**src/verilog/fsp_pkg.sv**
```systemverilog
// constants shared by the flash status and protect mode host controller
package fsp_pkg;

  // ---------------------------------------------------------------------
  // apb register map (byte offsets)
  // ---------------------------------------------------------------------
  localparam logic [7:0] OFS_CMD = 8'h00;
  localparam logic [7:0] OFS_ADDR = 8'h04;
  localparam logic [7:0] OFS_WDATA = 8'h08;
  localparam logic [7:0] OFS_RDATA = 8'h0c;
  localparam logic [7:0] OFS_STATUS = 8'h10;
  localparam logic [7:0] OFS_CONFIG = 8'h14;

  // status and config bit positions
  localparam int ST_BUSY = 0;
  localparam int ST_DONE = 1;
  localparam int ST_REDO = 2;
  localparam int ST_ERASE = 3;
  localparam int ST_REFUSED = 4;
  localparam int CFG_WP = 0;
  localparam logic CFG_WP_RESET = 1'b1;

  // ---------------------------------------------------------------------
  // command codes written to the command register
  // ---------------------------------------------------------------------
  localparam logic [3:0] CMD_READ = 4'h0;
  localparam logic [3:0] CMD_PROG = 4'h1;
  localparam logic [3:0] CMD_SECT = 4'h2;
  localparam logic [3:0] CMD_BLK = 4'h3;
  localparam logic [3:0] CMD_CHIP = 4'h4;
  localparam logic [3:0] CMD_SUSP = 4'h5;
  localparam logic [3:0] CMD_RESUME = 4'h6;
  localparam logic [3:0] CMD_ID = 4'h7;
  localparam logic [3:0] CMD_CFIV = 4'h8;
  localparam logic [3:0] CMD_CFIG = 4'h9;
  localparam logic [3:0] CMD_SECID = 4'ha;
  localparam logic [3:0] CMD_EXIT = 4'hb;
  localparam logic [3:0] CMD_SECX = 4'hc;
  localparam logic [3:0] CMD_HRESET = 4'hd;

  // ---------------------------------------------------------------------
  // flash bus cycle addresses and data
  // ---------------------------------------------------------------------
  localparam logic [19:0] A_5555 = 20'h05555;
  localparam logic [19:0] A_2AAA = 20'h02aaa;
  localparam logic [19:0] A_0055 = 20'h00055;
  localparam logic [15:0] D_AA = 16'h00aa;
  localparam logic [15:0] D_55 = 16'h0055;
  localparam logic [15:0] D_A0 = 16'h00a0;
  localparam logic [15:0] D_80 = 16'h0080;
  localparam logic [15:0] D_10 = 16'h0010;
  localparam logic [15:0] D_30 = 16'h0030;
  localparam logic [15:0] D_50 = 16'h0050;
  localparam logic [15:0] D_B0 = 16'h00b0;
  localparam logic [15:0] D_98 = 16'h0098;
  localparam logic [15:0] D_88 = 16'h0088;
  localparam int TOGGLE_BIT = 6;
  localparam int SUSP_TOGGLE_BIT = 2;

  // ---------------------------------------------------------------------
  // timing
  // ---------------------------------------------------------------------
  localparam int CLK_NS = 10;
  localparam int WE_LOW_NS = 30;
  localparam int WE_HIGH_NS = 30;
  localparam int RD_ACC_NS = 70;
  localparam int RD_HIGH_NS = 20;
  localparam int WE_LOW_CYC = (WE_LOW_NS + CLK_NS - 1) / CLK_NS;
  localparam int WE_HIGH_CYC = (WE_HIGH_NS + CLK_NS - 1) / CLK_NS;
  localparam int RD_ACC_CYC = (RD_ACC_NS + CLK_NS - 1) / CLK_NS;
  localparam int RD_HIGH_CYC = (RD_HIGH_NS + CLK_NS - 1) / CLK_NS;
  localparam int SYNC_CYC = 3;

  typedef enum logic [3:0] {
    S_IDLE = 4'b0000,
    S_WSET = 4'b0001,
    S_WLOW = 4'b0010,
    S_WHIGH = 4'b0011,
    S_RSET = 4'b0100,
    S_RACC = 4'b0101,
    S_RCAP = 4'b0110,
    S_RHIGH = 4'b0111,
    S_RLOW = 4'b1000,
    S_RWAIT = 4'b1001
  } fsp_state_t;

endpackage

```
**src/verilog/fsp_host.sv**
```systemverilog
// host controller driving a parallel nor flash through its pins
//
// What this block does
// - poll reads use the operation's own address
// - wait reset_to_read_delay before next access
// - aborted program, erase or resume flagged for reissue
// - every program and erase gets its unlock
// - vendor query entry ends 98h at 5555h
// - general query entry writes 98h at 55h
// - completion found by toggle bits only
// - security id entry ends 88h at 5555h
//
// Local design decisions: the address map and register access over APB.
`timescale 1ns/10ps
module fsp_host import fsp_pkg::*; #(
  parameter int RESET_PULSE_MIN_NS = 500,
  parameter int RESET_TO_READ_DELAY_NS = 200,
  parameter logic [15:0] ID_ENTRY_CODE = 16'h0001, // arbitrary value
  parameter logic [15:0] ID_EXIT_CODE = 16'h0002, // arbitrary value
  parameter logic [15:0] SECID_EXIT_CODE = 16'h0003 // arbitrary value
) (
  input wire logic mclk, // system clock
  input wire logic reset_n, // async reset
  input wire logic psel, // apb select
  input wire logic penable, // apb access phase
  input wire logic pwrite, // apb direction
  input wire logic [7:0] paddr, // apb byte address
  input wire logic [31:0] pwdata, // apb write data
  output logic [31:0] prdata, // apb read data
  output logic pready, // apb ready
  output logic pslverr, // apb error
  output logic [19:0] fl_addr, // flash address
  input wire logic [15:0] fl_dq_in, // flash data from pins
  output logic [15:0] fl_dq_out, // flash data to pins
  output logic fl_dq_oe, // flash data drive enable
  output logic fl_ce_n, // flash chip select
  output logic fl_oe_n, // flash output enable
  output logic fl_we_n, // flash write strobe
  output logic fl_wp_n, // flash boot block protect
  output logic fl_rst_n // flash hard reset
);

  // ---------------------------------------------------------------------
  // derived reset timing
  // ---------------------------------------------------------------------
  localparam int RP_RAW = (RESET_PULSE_MIN_NS + CLK_NS - 1) / CLK_NS;
  localparam int RHR_RAW = (RESET_TO_READ_DELAY_NS + CLK_NS - 1) / CLK_NS;
  localparam int RP_CYC = (RP_RAW < 1) ? 1 : RP_RAW;
  localparam int RHR_CYC = (RHR_RAW < 1) ? 1 : RHR_RAW;

  fsp_state_t st_q, st_d;
  logic [15:0] cnt_q, cnt_d;
  logic [2:0] step_q, step_d;
  logic [3:0] op_cmd_q;
  logic [19:0] op_addr_q, taddr_q;
  logic [15:0] op_data_q, tdata_q, rdata_q, rdata_d, prev_q, prev_d;
  logic first_q, first_d, fin_q, fin_d;
  logic done_q, redo_q, erase_q, refused_q, wp_q;
  logic set_done, set_redo, set_erase;
  logic [19:0] addr_q, addr_d;
  logic [15:0] dqo_q, dqo_d;
  logic oe_q, oe_d, ce_q, ce_d, rd_q, rd_d, we_q, we_d, rst_q, rst_d;
  logic [15:0] s1_q, s2_q, s3_q;
  logic pready_q, pslverr_q;
  logic [31:0] prdata_q;

  // ---------------------------------------------------------------------
  // sequence tables
  // ---------------------------------------------------------------------
  function automatic logic [35:0] seq_word(input logic [3:0] c,
      input logic [2:0] s, input logic [19:0] a, input logic [15:0] d);
    logic [35:0] w;
    w = {A_5555, D_AA};
    if (s == 3'd1) w = {A_2AAA, D_55};
    case (c)
      CMD_PROG: begin
        if (s == 3'd2) w = {A_5555, D_A0};
        else if (s == 3'd3) w = {a, d};
      end
      CMD_SECT, CMD_BLK, CMD_CHIP: begin
        if (s == 3'd2) w = {A_5555, D_80};
        else if (s == 3'd4) w = {A_2AAA, D_55};
        else if (s == 3'd5) w = (c == CMD_SECT) ? {a, D_30} :
                                (c == CMD_BLK) ? {a, D_50} : {A_5555, D_10};
      end
      CMD_SUSP: w = {a, D_B0};
      CMD_RESUME: w = {a, D_30};
      CMD_ID: if (s == 3'd2) w = {A_5555, ID_ENTRY_CODE};
      CMD_CFIV: if (s == 3'd2) w = {A_5555, D_98};
      CMD_CFIG: w = {A_0055, D_98};
      CMD_SECID: if (s == 3'd2) w = {A_5555, D_88};
      CMD_EXIT: w = {a, ID_EXIT_CODE};
      CMD_SECX: w = {a, SECID_EXIT_CODE};
      default: ;
    endcase
    return w;
  endfunction

  function automatic logic [2:0] seq_len(input logic [3:0] c);
    logic [2:0] n;
    case (c)
      CMD_PROG: n = 3'd4;
      CMD_SECT, CMD_BLK, CMD_CHIP: n = 3'd6;
      CMD_ID, CMD_CFIV, CMD_SECID: n = 3'd3;
      default: n = 3'd1;
    endcase
    return n;
  endfunction

  // ---------------------------------------------------------------------
  // apb decode
  // ---------------------------------------------------------------------
  wire acc = psel & penable & ~pready_q;
  wire wr = acc & pwrite;
  wire hit_cmd = (paddr == OFS_CMD);
  wire hit_addr = (paddr == OFS_ADDR);
  wire hit_wdata = (paddr == OFS_WDATA);
  wire hit_rdata = (paddr == OFS_RDATA);
  wire hit_stat = (paddr == OFS_STATUS);
  wire hit_cfg = (paddr == OFS_CONFIG);
  wire hit_any = hit_cmd | hit_addr | hit_wdata | hit_rdata | hit_stat
                 | hit_cfg;
  wire idle = (st_q == S_IDLE);
  wire cmd_wr = wr & hit_cmd;
  wire [3:0] new_cmd = pwdata[3:0];
  wire rst_req = cmd_wr & (new_cmd == CMD_HRESET);
  wire accept = cmd_wr & idle & ~rst_req;
  wire refuse = cmd_wr & ~idle & ~rst_req;
  wire stat_clr = wr & hit_stat;
  wire [31:0] status_w = {27'h0000000, refused_q, erase_q, redo_q, done_q,
                          ~idle};
  wire [31:0] rd_mux = hit_addr ? {12'h000, taddr_q} :
                       hit_wdata ? {16'h0000, tdata_q} :
                       hit_rdata ? {16'h0000, rdata_q} :
                       hit_stat ? status_w :
                       hit_cfg ? {31'h00000000, wp_q} : 32'h00000000;

  // ---------------------------------------------------------------------
  // sequence helpers
  // ---------------------------------------------------------------------
  wire [35:0] sw = seq_word(op_cmd_q, step_q, op_addr_q, op_data_q);
  wire last_step = (step_q == 3'(seq_len(op_cmd_q) - 3'd1));
  wire poll_op = (op_cmd_q == CMD_PROG) | (op_cmd_q == CMD_SECT) |
                 (op_cmd_q == CMD_BLK) | (op_cmd_q == CMD_CHIP) |
                 (op_cmd_q == CMD_RESUME);
  wire sync_ok = (s2_q == s3_q);
  wire tog_same = (s3_q[TOGGLE_BIT] == prev_q[TOGGLE_BIT]);
  wire susp_tog = (s3_q[SUSP_TOGGLE_BIT] != prev_q[SUSP_TOGGLE_BIT]);

  // ---------------------------------------------------------------------
  // flash cycle state machine
  // ---------------------------------------------------------------------
  always_comb begin
    st_d = st_q;
    cnt_d = 16'(cnt_q + 16'h0001);
    step_d = step_q;
    addr_d = addr_q;
    dqo_d = dqo_q;
    oe_d = oe_q;
    ce_d = 1'b1;
    rd_d = 1'b1;
    we_d = 1'b1;
    rst_d = 1'b1;
    rdata_d = rdata_q;
    prev_d = prev_q;
    first_d = first_q;
    fin_d = fin_q;
    set_done = 1'b0;
    set_erase = 1'b0;
    set_redo = 1'b0;
    case (st_q)
      S_IDLE: begin
        oe_d = 1'b0;
        cnt_d = 16'h0000;
        step_d = 3'd0;
        first_d = 1'b1;
        fin_d = 1'b0;
        if (accept) begin
          st_d = (new_cmd == CMD_READ) ? S_RSET : S_WSET;
        end
      end
      S_WSET: begin
        addr_d = sw[35:16];
        dqo_d = sw[15:0]; // upper byte of codes is zero
        oe_d = 1'b1;
        cnt_d = 16'h0000;
        st_d = S_WLOW;
      end
      S_WLOW: begin
        ce_d = 1'b0;
        we_d = 1'b0; // read strobe stays high
        if (cnt_q == 16'(WE_LOW_CYC)) begin
          ce_d = 1'b1;
          we_d = 1'b1;
          cnt_d = 16'h0000;
          st_d = S_WHIGH;
        end
      end
      S_WHIGH: begin
        if (cnt_q == 16'(WE_HIGH_CYC - 1)) begin
          if (!last_step) begin
            step_d = 3'(step_q + 3'd1);
            st_d = S_WSET;
          end else if (poll_op) begin
            st_d = S_RSET; // poll after last pulse
          end else begin
            set_done = 1'b1;
            st_d = S_IDLE;
          end
        end
      end
      S_RSET: begin
        addr_d = op_addr_q; // poll at the operation address
        oe_d = 1'b0;
        cnt_d = 16'h0000;
        st_d = S_RACC;
      end
      S_RACC: begin
        ce_d = 1'b0;
        rd_d = 1'b0;
        if (cnt_q == 16'(RD_ACC_CYC - 1)) begin
          cnt_d = 16'h0000;
          st_d = S_RCAP;
        end
      end
      S_RCAP: begin
        ce_d = 1'b0;
        rd_d = 1'b0;
        if (cnt_q >= 16'(SYNC_CYC - 1) && sync_ok) begin
          ce_d = 1'b1;
          rd_d = 1'b1;
          cnt_d = 16'h0000;
          rdata_d = s3_q;
          prev_d = s3_q;
          first_d = 1'b0;
          fin_d = ~poll_op | (~first_q & tog_same);
          set_erase = poll_op & ~first_q & susp_tog;
          st_d = S_RHIGH;
        end
      end
      S_RHIGH: begin
        if (cnt_q == 16'(RD_HIGH_CYC - 1)) begin
          cnt_d = 16'h0000;
          if (fin_q) begin
            set_done = 1'b1;
            st_d = S_IDLE;
          end else begin
            st_d = S_RSET;
          end
        end
      end
      S_RLOW: begin
        rst_d = 1'b0;
        if (cnt_q == 16'(RP_CYC - 1)) begin
          rst_d = 1'b1;
          cnt_d = 16'h0000;
          st_d = S_RWAIT;
        end
      end
      S_RWAIT: begin
        if (cnt_q == 16'(RHR_CYC - 1)) begin
          set_done = 1'b1;
          st_d = S_IDLE;
        end
      end
      default: st_d = S_IDLE;
    endcase
    if (rst_req) begin
      set_redo = ~idle & poll_op & (st_q != S_RLOW) &
                 (st_q != S_RWAIT);
      set_done = 1'b0;
      oe_d = 1'b0;
      ce_d = 1'b1;
      rd_d = 1'b1;
      we_d = 1'b1;
      rst_d = 1'b0;
      cnt_d = 16'h0000;
      st_d = S_RLOW;
    end
  end

  // state machine and pin registers
  always_ff @(posedge mclk or negedge reset_n) begin
    if (!reset_n) begin
      st_q <= S_IDLE;
      cnt_q <= 16'h0000;
      step_q <= 3'd0;
      addr_q <= 20'h00000;
      dqo_q <= 16'h0000;
      oe_q <= 1'b0;
      ce_q <= 1'b1;
      rd_q <= 1'b1;
      we_q <= 1'b1;
      rst_q <= 1'b1;
      rdata_q <= 16'h0000;
      prev_q <= 16'h0000;
      first_q <= 1'b1;
      fin_q <= 1'b0;
    end else begin
      st_q <= st_d;
      cnt_q <= cnt_d;
      step_q <= step_d;
      addr_q <= addr_d;
      dqo_q <= dqo_d;
      oe_q <= oe_d;
      ce_q <= ce_d;
      rd_q <= rd_d;
      we_q <= we_d;
      rst_q <= rst_d;
      rdata_q <= rdata_d;
      prev_q <= prev_d;
      first_q <= first_d;
      fin_q <= fin_d;
    end
  end

  // three stage data synchroniser
  always_ff @(posedge mclk or negedge reset_n) begin
    if (!reset_n) begin
      s1_q <= 16'h0000;
      s2_q <= 16'h0000;
      s3_q <= 16'h0000;
    end else begin
      s1_q <= fl_dq_in;
      s2_q <= s1_q;
      s3_q <= s2_q;
    end
  end

  // ---------------------------------------------------------------------
  // software registers; hardware set wins over clear
  // ---------------------------------------------------------------------
  always_ff @(posedge mclk or negedge reset_n) begin
    if (!reset_n) begin
      taddr_q <= 20'h00000;
      tdata_q <= 16'h0000;
      wp_q <= CFG_WP_RESET;
      op_cmd_q <= CMD_READ;
      op_addr_q <= 20'h00000;
      op_data_q <= 16'h0000;
      done_q <= 1'b0;
      redo_q <= 1'b0;
      erase_q <= 1'b0;
      refused_q <= 1'b0;
    end else begin
      if (wr & hit_addr) taddr_q <= pwdata[19:0];
      if (wr & hit_wdata) tdata_q <= pwdata[15:0];
      if (wr & hit_cfg) wp_q <= pwdata[CFG_WP];
      if (accept) begin
        op_cmd_q <= new_cmd;
        op_addr_q <= taddr_q;
        op_data_q <= tdata_q;
      end
      done_q <= set_done | (done_q & ~(stat_clr & pwdata[ST_DONE]));
      redo_q <= set_redo | (redo_q & ~(stat_clr & pwdata[ST_REDO]));
      erase_q <= set_erase | (erase_q & ~(stat_clr & pwdata[ST_ERASE]));
      refused_q <= refuse | (refused_q & ~(stat_clr & pwdata[ST_REFUSED]));
    end
  end

  // apb answer, one wait cycle
  always_ff @(posedge mclk or negedge reset_n) begin
    if (!reset_n) begin
      pready_q <= 1'b0;
      pslverr_q <= 1'b0;
      prdata_q <= 32'h00000000;
    end else begin
      pready_q <= acc;
      pslverr_q <= acc & ~hit_any;
      if (acc & ~pwrite) prdata_q <= rd_mux;
    end
  end

  // ---------------------------------------------------------------------
  // outputs
  // ---------------------------------------------------------------------
  assign prdata = prdata_q;
  assign pready = pready_q;
  assign pslverr = pslverr_q;
  assign fl_addr = addr_q;
  assign fl_dq_out = dqo_q;
  assign fl_dq_oe = oe_q;
  assign fl_ce_n = ce_q;
  assign fl_oe_n = rd_q;
  assign fl_we_n = we_q;
  assign fl_wp_n = wp_q;
  assign fl_rst_n = rst_q;

endmodule

```
**config.mk**
```make
export PLATFORM = sky130hd
export DESIGN_NAME = fsp_host
export DESIGN_NICKNAME = d
export VERILOG_FILES = /design/src/verilog/fsp_pkg.sv /design/src/verilog/fsp_host.sv
export SDC_FILE = /design/constraint.sdc
export NUM_CORES = 1
export LEC_CHECK = 0
export BUFFER_PORTS_ARGS = -buffer_cell sky130_fd_sc_hd__buf_2
export CAP_MARGIN = 20
export CORE_UTILIZATION = 30
export DETAILED_ROUTE_END_ITERATION = 7
export GPL_TIMING_DRIVEN = 0
export SLEW_MARGIN = 20
export SYNTH_ARGS = -nofsm -noshare
export SYNTH_HDL_FRONTEND = slang
export SYNTH_SLANG_ARGS = --single-unit
```
**constraint.sdc**
```tcl
create_clock -name mclk -period 7.2 [get_ports mclk]
set_input_delay 1.44 -clock mclk [delete_from_list [all_inputs] [get_ports mclk]]
set_output_delay 1.44 -clock mclk [all_outputs]
set_load 0.05 [all_outputs]
```
# [Yosys cells after proc, flatten, opt, wreduce, memory -nomap -nowiden]
# Cells that the tools add are included.
[word_totals] reg_bits=245 in_bits=61 word_cells=229
[op_classes] addsub=3 magnitude_cmp=1 eq_ne=55 muxes=71 bitwise=54 reduce_logical=16
[ops] cell="$pmux W36 S10" count=1
[ops] cell="$mux W36" count=7
[ops] cell="$mux W16" count=8
[ops] cell="$mux W31" count=4
[ops] cell="$pmux W16 S6" count=1
[ops] cell="$pmux W20 S2" count=1
[ops] cell="$pmux W4 S10" count=1
[ops] cell="$mux W4" count=9
[ops] cell="$eq A16 B2 Y1 const B" count=2
[ops] cell="$eq A4 B3 Y1 const B" count=8
[ops] cell="$eq A4 B4 Y1 const B" count=8
[ops] cell="$and A1 B1 Y1" count=29
[ops] cell="$mux W1" count=23
[ops] cell="$ne A3 B3 Y1 const B" count=7
[ops] cell="$mux W20" count=1
[ops] cell="$mux W3" count=6
[ops] cell="$add A16 B1 Y16 const B" count=1
[ops] cell="$eq A16 B1 Y1 const B" count=1
[ops] cell="$eq A16 B16 Y1" count=1
[ops] cell="$eq A16 B3 Y1 const B" count=1
[ops] cell="$eq A16 B5 Y1 const B" count=1
[ops] cell="$eq A16 B6 Y1 const B" count=1
[ops] cell="$eq A4 B2 Y1 const B" count=4
[ops] cell="$eq A8 B4 Y1 const B" count=2
[ops] cell="32 further kinds" count=72

# [Depth between registers and ports, before layout]
[depth] depth_word=11 depth_mapped=13 mapped_depth_nobuf=11

# [Least setup slack after synthesis]
# No wires, ideal clock.
[synth_timing] path_kind="input-to-reg" from="in paddr[1]" to="reg st_q[0]" setup_ns=0.135 arrival_time_ns=3.284 required_time_ns=7.065 path_slack_ns=3.781 stages=8 cell_sequence="or4_4 or3_1 buf_2 or3_4 buf_6 and3_1 a31oi_1 mux2i_1"
[synth_via] elab_chain_len=7 word_cells_on_any_way=16 cone_classes="eq/ne (8); mux (1); bitwise (5); reduce/logical (2)"
[synth_lines] item="start: declaration" line="fsp_host.sv:27" rtl="input wire logic [7:0] paddr,"
[synth_lines] item="$logic_not A8 Y1 (*)" line="fsp_host.sv:115" rtl="wire hit_cmd = (paddr == OFS_CMD);"
[synth_lines] item="$and A1 B1 Y1 (*)" line="fsp_host.sv:124" rtl="wire cmd_wr = wr & hit_cmd;"
[synth_lines] item="$and A1 B1 Y1" line="fsp_host.sv:126" rtl="wire rst_req = cmd_wr & (new_cmd == CMD_HRESET);"
[synth_lines] item="$not A1 Y1" line="fsp_host.sv:127" rtl="wire accept = cmd_wr & idle & ~rst_req;"
[synth_lines] item="$and A1 B1 Y1" line="fsp_host.sv:127"
[synth_lines] item="$ne A3 B1 Y1 (no line)"
[synth_lines] item="$reduce_and A8 Y1 (no line)"
[synth_lines] item="end signal: assignment" line="fsp_host.sv:300" rtl="st_q <= st_d;"
[synth_lines] item="end: declaration" line="fsp_host.sv:51" rtl="fsp_state_t st_q, st_d;"
# Every way passes the cells marked *; elsewhere a longest branch is shown, timed or not.
# A chain may end at the register's enable or synchronous reset.

# [Worst setup path in the final report]
[layout_timing] from="reg op_cmd_q[0]" to="reg step_q[0]"
[layout_via] elab_chain_len=7 word_cells_on_any_way=14 cone_classes="add/sub (1); eq/ne (9); mux (1); reduce/logical (3)"
[layout_lines] item="start: declaration" line="fsp_host.sv:54" rtl="logic [3:0] op_cmd_q;"
[layout_lines] item="start signal: assignment" line="fsp_host.sv:350" rtl="op_cmd_q <= new_cmd;"
[layout_lines] item="$eq A4 B3 Y1 (tied with other cells)" line="fsp_host.sv:101" rtl="case (c)"
[layout_lines] item="$reduce_or A3 Y1" line="fsp_host.sv:101"
[layout_lines] item="$pmux W3 S3 (*)" line="fsp_host.sv:101"
[layout_lines] item="$sub A3 B1 Y3 (*)" line="fsp_host.sv:142" rtl="wire last_step = (step_q == 3'(seq_len(op_cmd_q) - 3'd1));"
[layout_lines] item="$eq A3 B3 Y1 (*)" line="fsp_host.sv:142"
[layout_lines] item="$ne A2 B2 Y1 (no line) (*)"
[layout_lines] item="$reduce_and A3 Y1 (no line) (*)"
[layout_lines] item="end signal: assignment" line="fsp_host.sv:302" rtl="step_q <= step_d;"
[layout_lines] item="end: declaration" line="fsp_host.sv:53" rtl="logic [2:0] step_q, step_d;"
# Marks and branches as above.

==> impl_metrics.yaml <==
finish:
  finish.instance_area_um2: 12700
  drive_gt1_frac: 0.277
  fin_util: 0.367
  area_growth_pct: 19.9
  fill_cells: 3393
  layout.nets: 1151
floorplan:
  die_width_um: 190
  dieArea_um2: 36100
  core_region_area_um2: 34600
  dieHeight_um: 190
  io_pins: 137
  num_rows: 68
  start_util: 0.306
sta:
  setup_ws_ns: 3.11
  final-hold-violation-count: 0
  finalCritPeriodShare: 0.568
  max_slew_margin: 0.412
  rsz0062_at_grt: "no"
  tns_ns: 0
  slew_violations: 0
  setup_viol: 0
  worstMarginPinSlew_ns: 0.875
  fin_crit_ns: 4.09
  fmax_mhz: 245
  skew_ns: 0.0446
clock_network:
  insertion_delay_ns: 0.56
  cts_max_level: 1
  tritoncts: "done"
  clock_sinks: 233
  holdBufCountCts: 0
  cts.clk_slew.worst_paths_ns: 0.06
  cts_setup_buffers: 0
  clockBufferDepth: 3
  cts_root_buffer: "clkbuf_16"
  cts_made_buffers: 26
  cts-resized-gates: 0
setup_path:
  path_cells: "clkbuf_1 > clkbuf_1 > clkbuf_1 > mux2i_1 > a21oi_1 > ha_1 > xnor2_1 > a2111oi_0 > o21ai_0 > a41oi_1 > nor3_1 > a21o_1"
  end_kind: "flop"
  r2r-end: "step_q[0]$_DFFE_PN0P_"
  worstPathArrival_ns: 4.54
  cp_common_cell: "clkbuf_1"
  crit_path_top_delay_cell: "a41oi_1"
  ff2ff_setup_slack_ns: 3.11
  r2r_start: "op_cmd_q[0]$_DFFE_PN0P_"
  crit_path_max_incr_delay_ns: 0.64
  ff2ff_path_depth: 12
  crit_fanout: 10
  crit_type: "flop to flop"
  cp-start-kind: "flop"
  critPathRequiredTime_ns: 7.65
grt:
  grt_overflow: 0
  grt_pass1_vias: 7780
  grt_max_degree: 102
  antenna_found_initial: 2
  grt_use_total: 0.169
  grt_pass1_wl_um: 47200
synth:
  syn_inst: 929
  ys_types: 76
  ys_async_sr_fraction: 1.00
  ys_ff_latch: 233
  yosysSeqAreaShare: 0.550
  netlist_area_um2: 10600
  synth_ff_type: "dfrtp_1"
  synth_area_per_cell_um2: 11.4
  synth_edf_count: 0
  yosysWarnings: 0
min_path:
  hp-class: "flop to flop"
  hold_end: "s2_q[6]$_DFF_PN0_"
  min_from: "s1_q[6]$_DFF_PN0_"
  hold_path_depth: 0
drt:
  drtPass1Iterations: 5
  viasPerCell: 5.16
  first_iter_violations: 577
  drc: 0
  avgRoutedWirePerCell_um: 19.4
  num_vias: 8022
  totalWireLength_um: 30200
  drtAntennaViolNets: 0
power:
  leakage_uw: 0.00592
  powerDensity_nw_per_um2: 289
  finalPower_uw: 3680
  ir_worst_vdd_v: 0.000223
placed_design:
  finalWeightedCongestion: 0.933
  place_ws_ns: 3.21
  port_buffers: 111
  place_area_um2: 11800
  hpwl_um: 22400
job:
  drv_cap: 0
outcome:
  status: "completed"
stage by stage:
step           std cells  hold slack (ns)
5_1_grt             1555            0.354
2_1_floorplan        940            0.331
6_report            1556            0.346
3_3_place_gp        1506            0.334
4_1_cts             1555            0.349
3_5_place_dp        1508            0.335
cells in the final DEF, fill, tap and decap left out, types with 21 or more instances in the layout:
cell type	count
clkbuf_1	39
nand3_1	24
o21ai_0	48
clkbuf_16	26
xnor2_1	21
nand2_1	75
nor2_1	50
dfrtp_1	227
mux2_2	103
buf_2	119
a21oi_1	41
cells by family after synthesis:
| logic type | after synthesis | synth area share |
|---|---|---|
| AND/OR/NAND/NOR | 249 | 0.120 |
| other | 1 | 0.000353 |
| AO/OA/AOI/OAI | 213 | 0.140 |
| buffers and inverters | 79 | 0.0343 |
| multiplexers | 108 | 0.114 |
| XOR/XNOR | 37 | 0.0305 |
| adder cells (fa/ha/maj) | 9 | 0.0106 |
| flip-flops | 233 | 0.550 |
flip-flops by register name (all words and copies together) (netlist names), 20 cells and up:
name       flops
prdata        20
taddr_q       20
op_addr_q     20
fl_addr       20
report_power, final:
group | switching (uW) | internal [uW] | leakage [uW]
clock network | 558 | 775 | 0.000426
logic | 617 | 236 | 0.00241
registers | 82.1 | 1410 | 0.00309
total | 1260 | 2420 | 0.00592
layout make-up:
cell class                 instances  area [um^2]  area share
sequential                       233         5840       0.459
multi-input combinational        628         4450       0.350
clock buffer                      32          703      0.0553
timing repair buffer             113          621      0.0488
tap                              455          569      0.0448
buffer                            63          304      0.0239
clock inverter                    15          170      0.0134
inverter                          16         60.1     0.00472
antenna                            1         2.50    0.000197
worst max path at each step:
stage	startpoint	end	slack (ns)	cells after the start
after floorplan	paddr[1]	st_q[0]$_DFFE_PN0P_	3.78	8
after global placement	reset_n	fl_dq_out[3]$_DFFE_PN0P_	0.63	1
after detailed placement	op_cmd_q[0]$_DFFE_PN0P_	step_q[0]$_DFFE_PN0P_	3.21	12
after CTS	op_cmd_q[2]$_DFFE_PN0P_	step_q[0]$_DFFE_PN0P_	3.23	13
after global routing	op_cmd_q[2]$_DFFE_PN0P_	step_q[0]$_DFFE_PN0P_	2.77	13
final	op_cmd_q[0]$_DFFE_PN0P_	step_q[0]$_DFFE_PN0P_	3.11	12
cells in the mapped netlist, types with 13 or more instances:
cell type / n / area (um^2)
inv_1: 16 / 60.1
nor2_1: 50 / 188
a21oi_1: 41 / 205
nor3_1: 13 / 65.1
buf_4: 13 / 97.6
xnor2_1: 21 / 184
mux2_2: 103 / 1160
a22oi_1: 19 / 143
dfrtp_1: 227 / 5680
nand2_1: 75 / 282
a221o_1: 15 / 150
o31ai_1: 15 / 113
clkbuf_1: 36 / 135
o21ai_0: 48 / 240
a22o_1: 15 / 131
xor2_1: 16 / 140
nand3_1: 24 / 120
layer usage:
layer,vias up,track usage,wire [um],share of wire
met5,-,0,11,0.00036
met4,2,0.0447,729,0.024
met3,53,0.0251,1480,0.049
met2,257,0.259,13500,0.45
met1,4022,0.248,14500,0.48
li1,3688,-,-,-
worst max-delay path, delay by kind of cell (launching register included):
family	cells	cell delay (ns)
simple gates	1	0.09
buf+inv	3	1.34
xor+xnor	1	0.13
mux	1	0.25
fa+ha+maj	1	0.25
compound gates	5	1.59
flops	1	0.36
(Power assumes the default switching activity.)
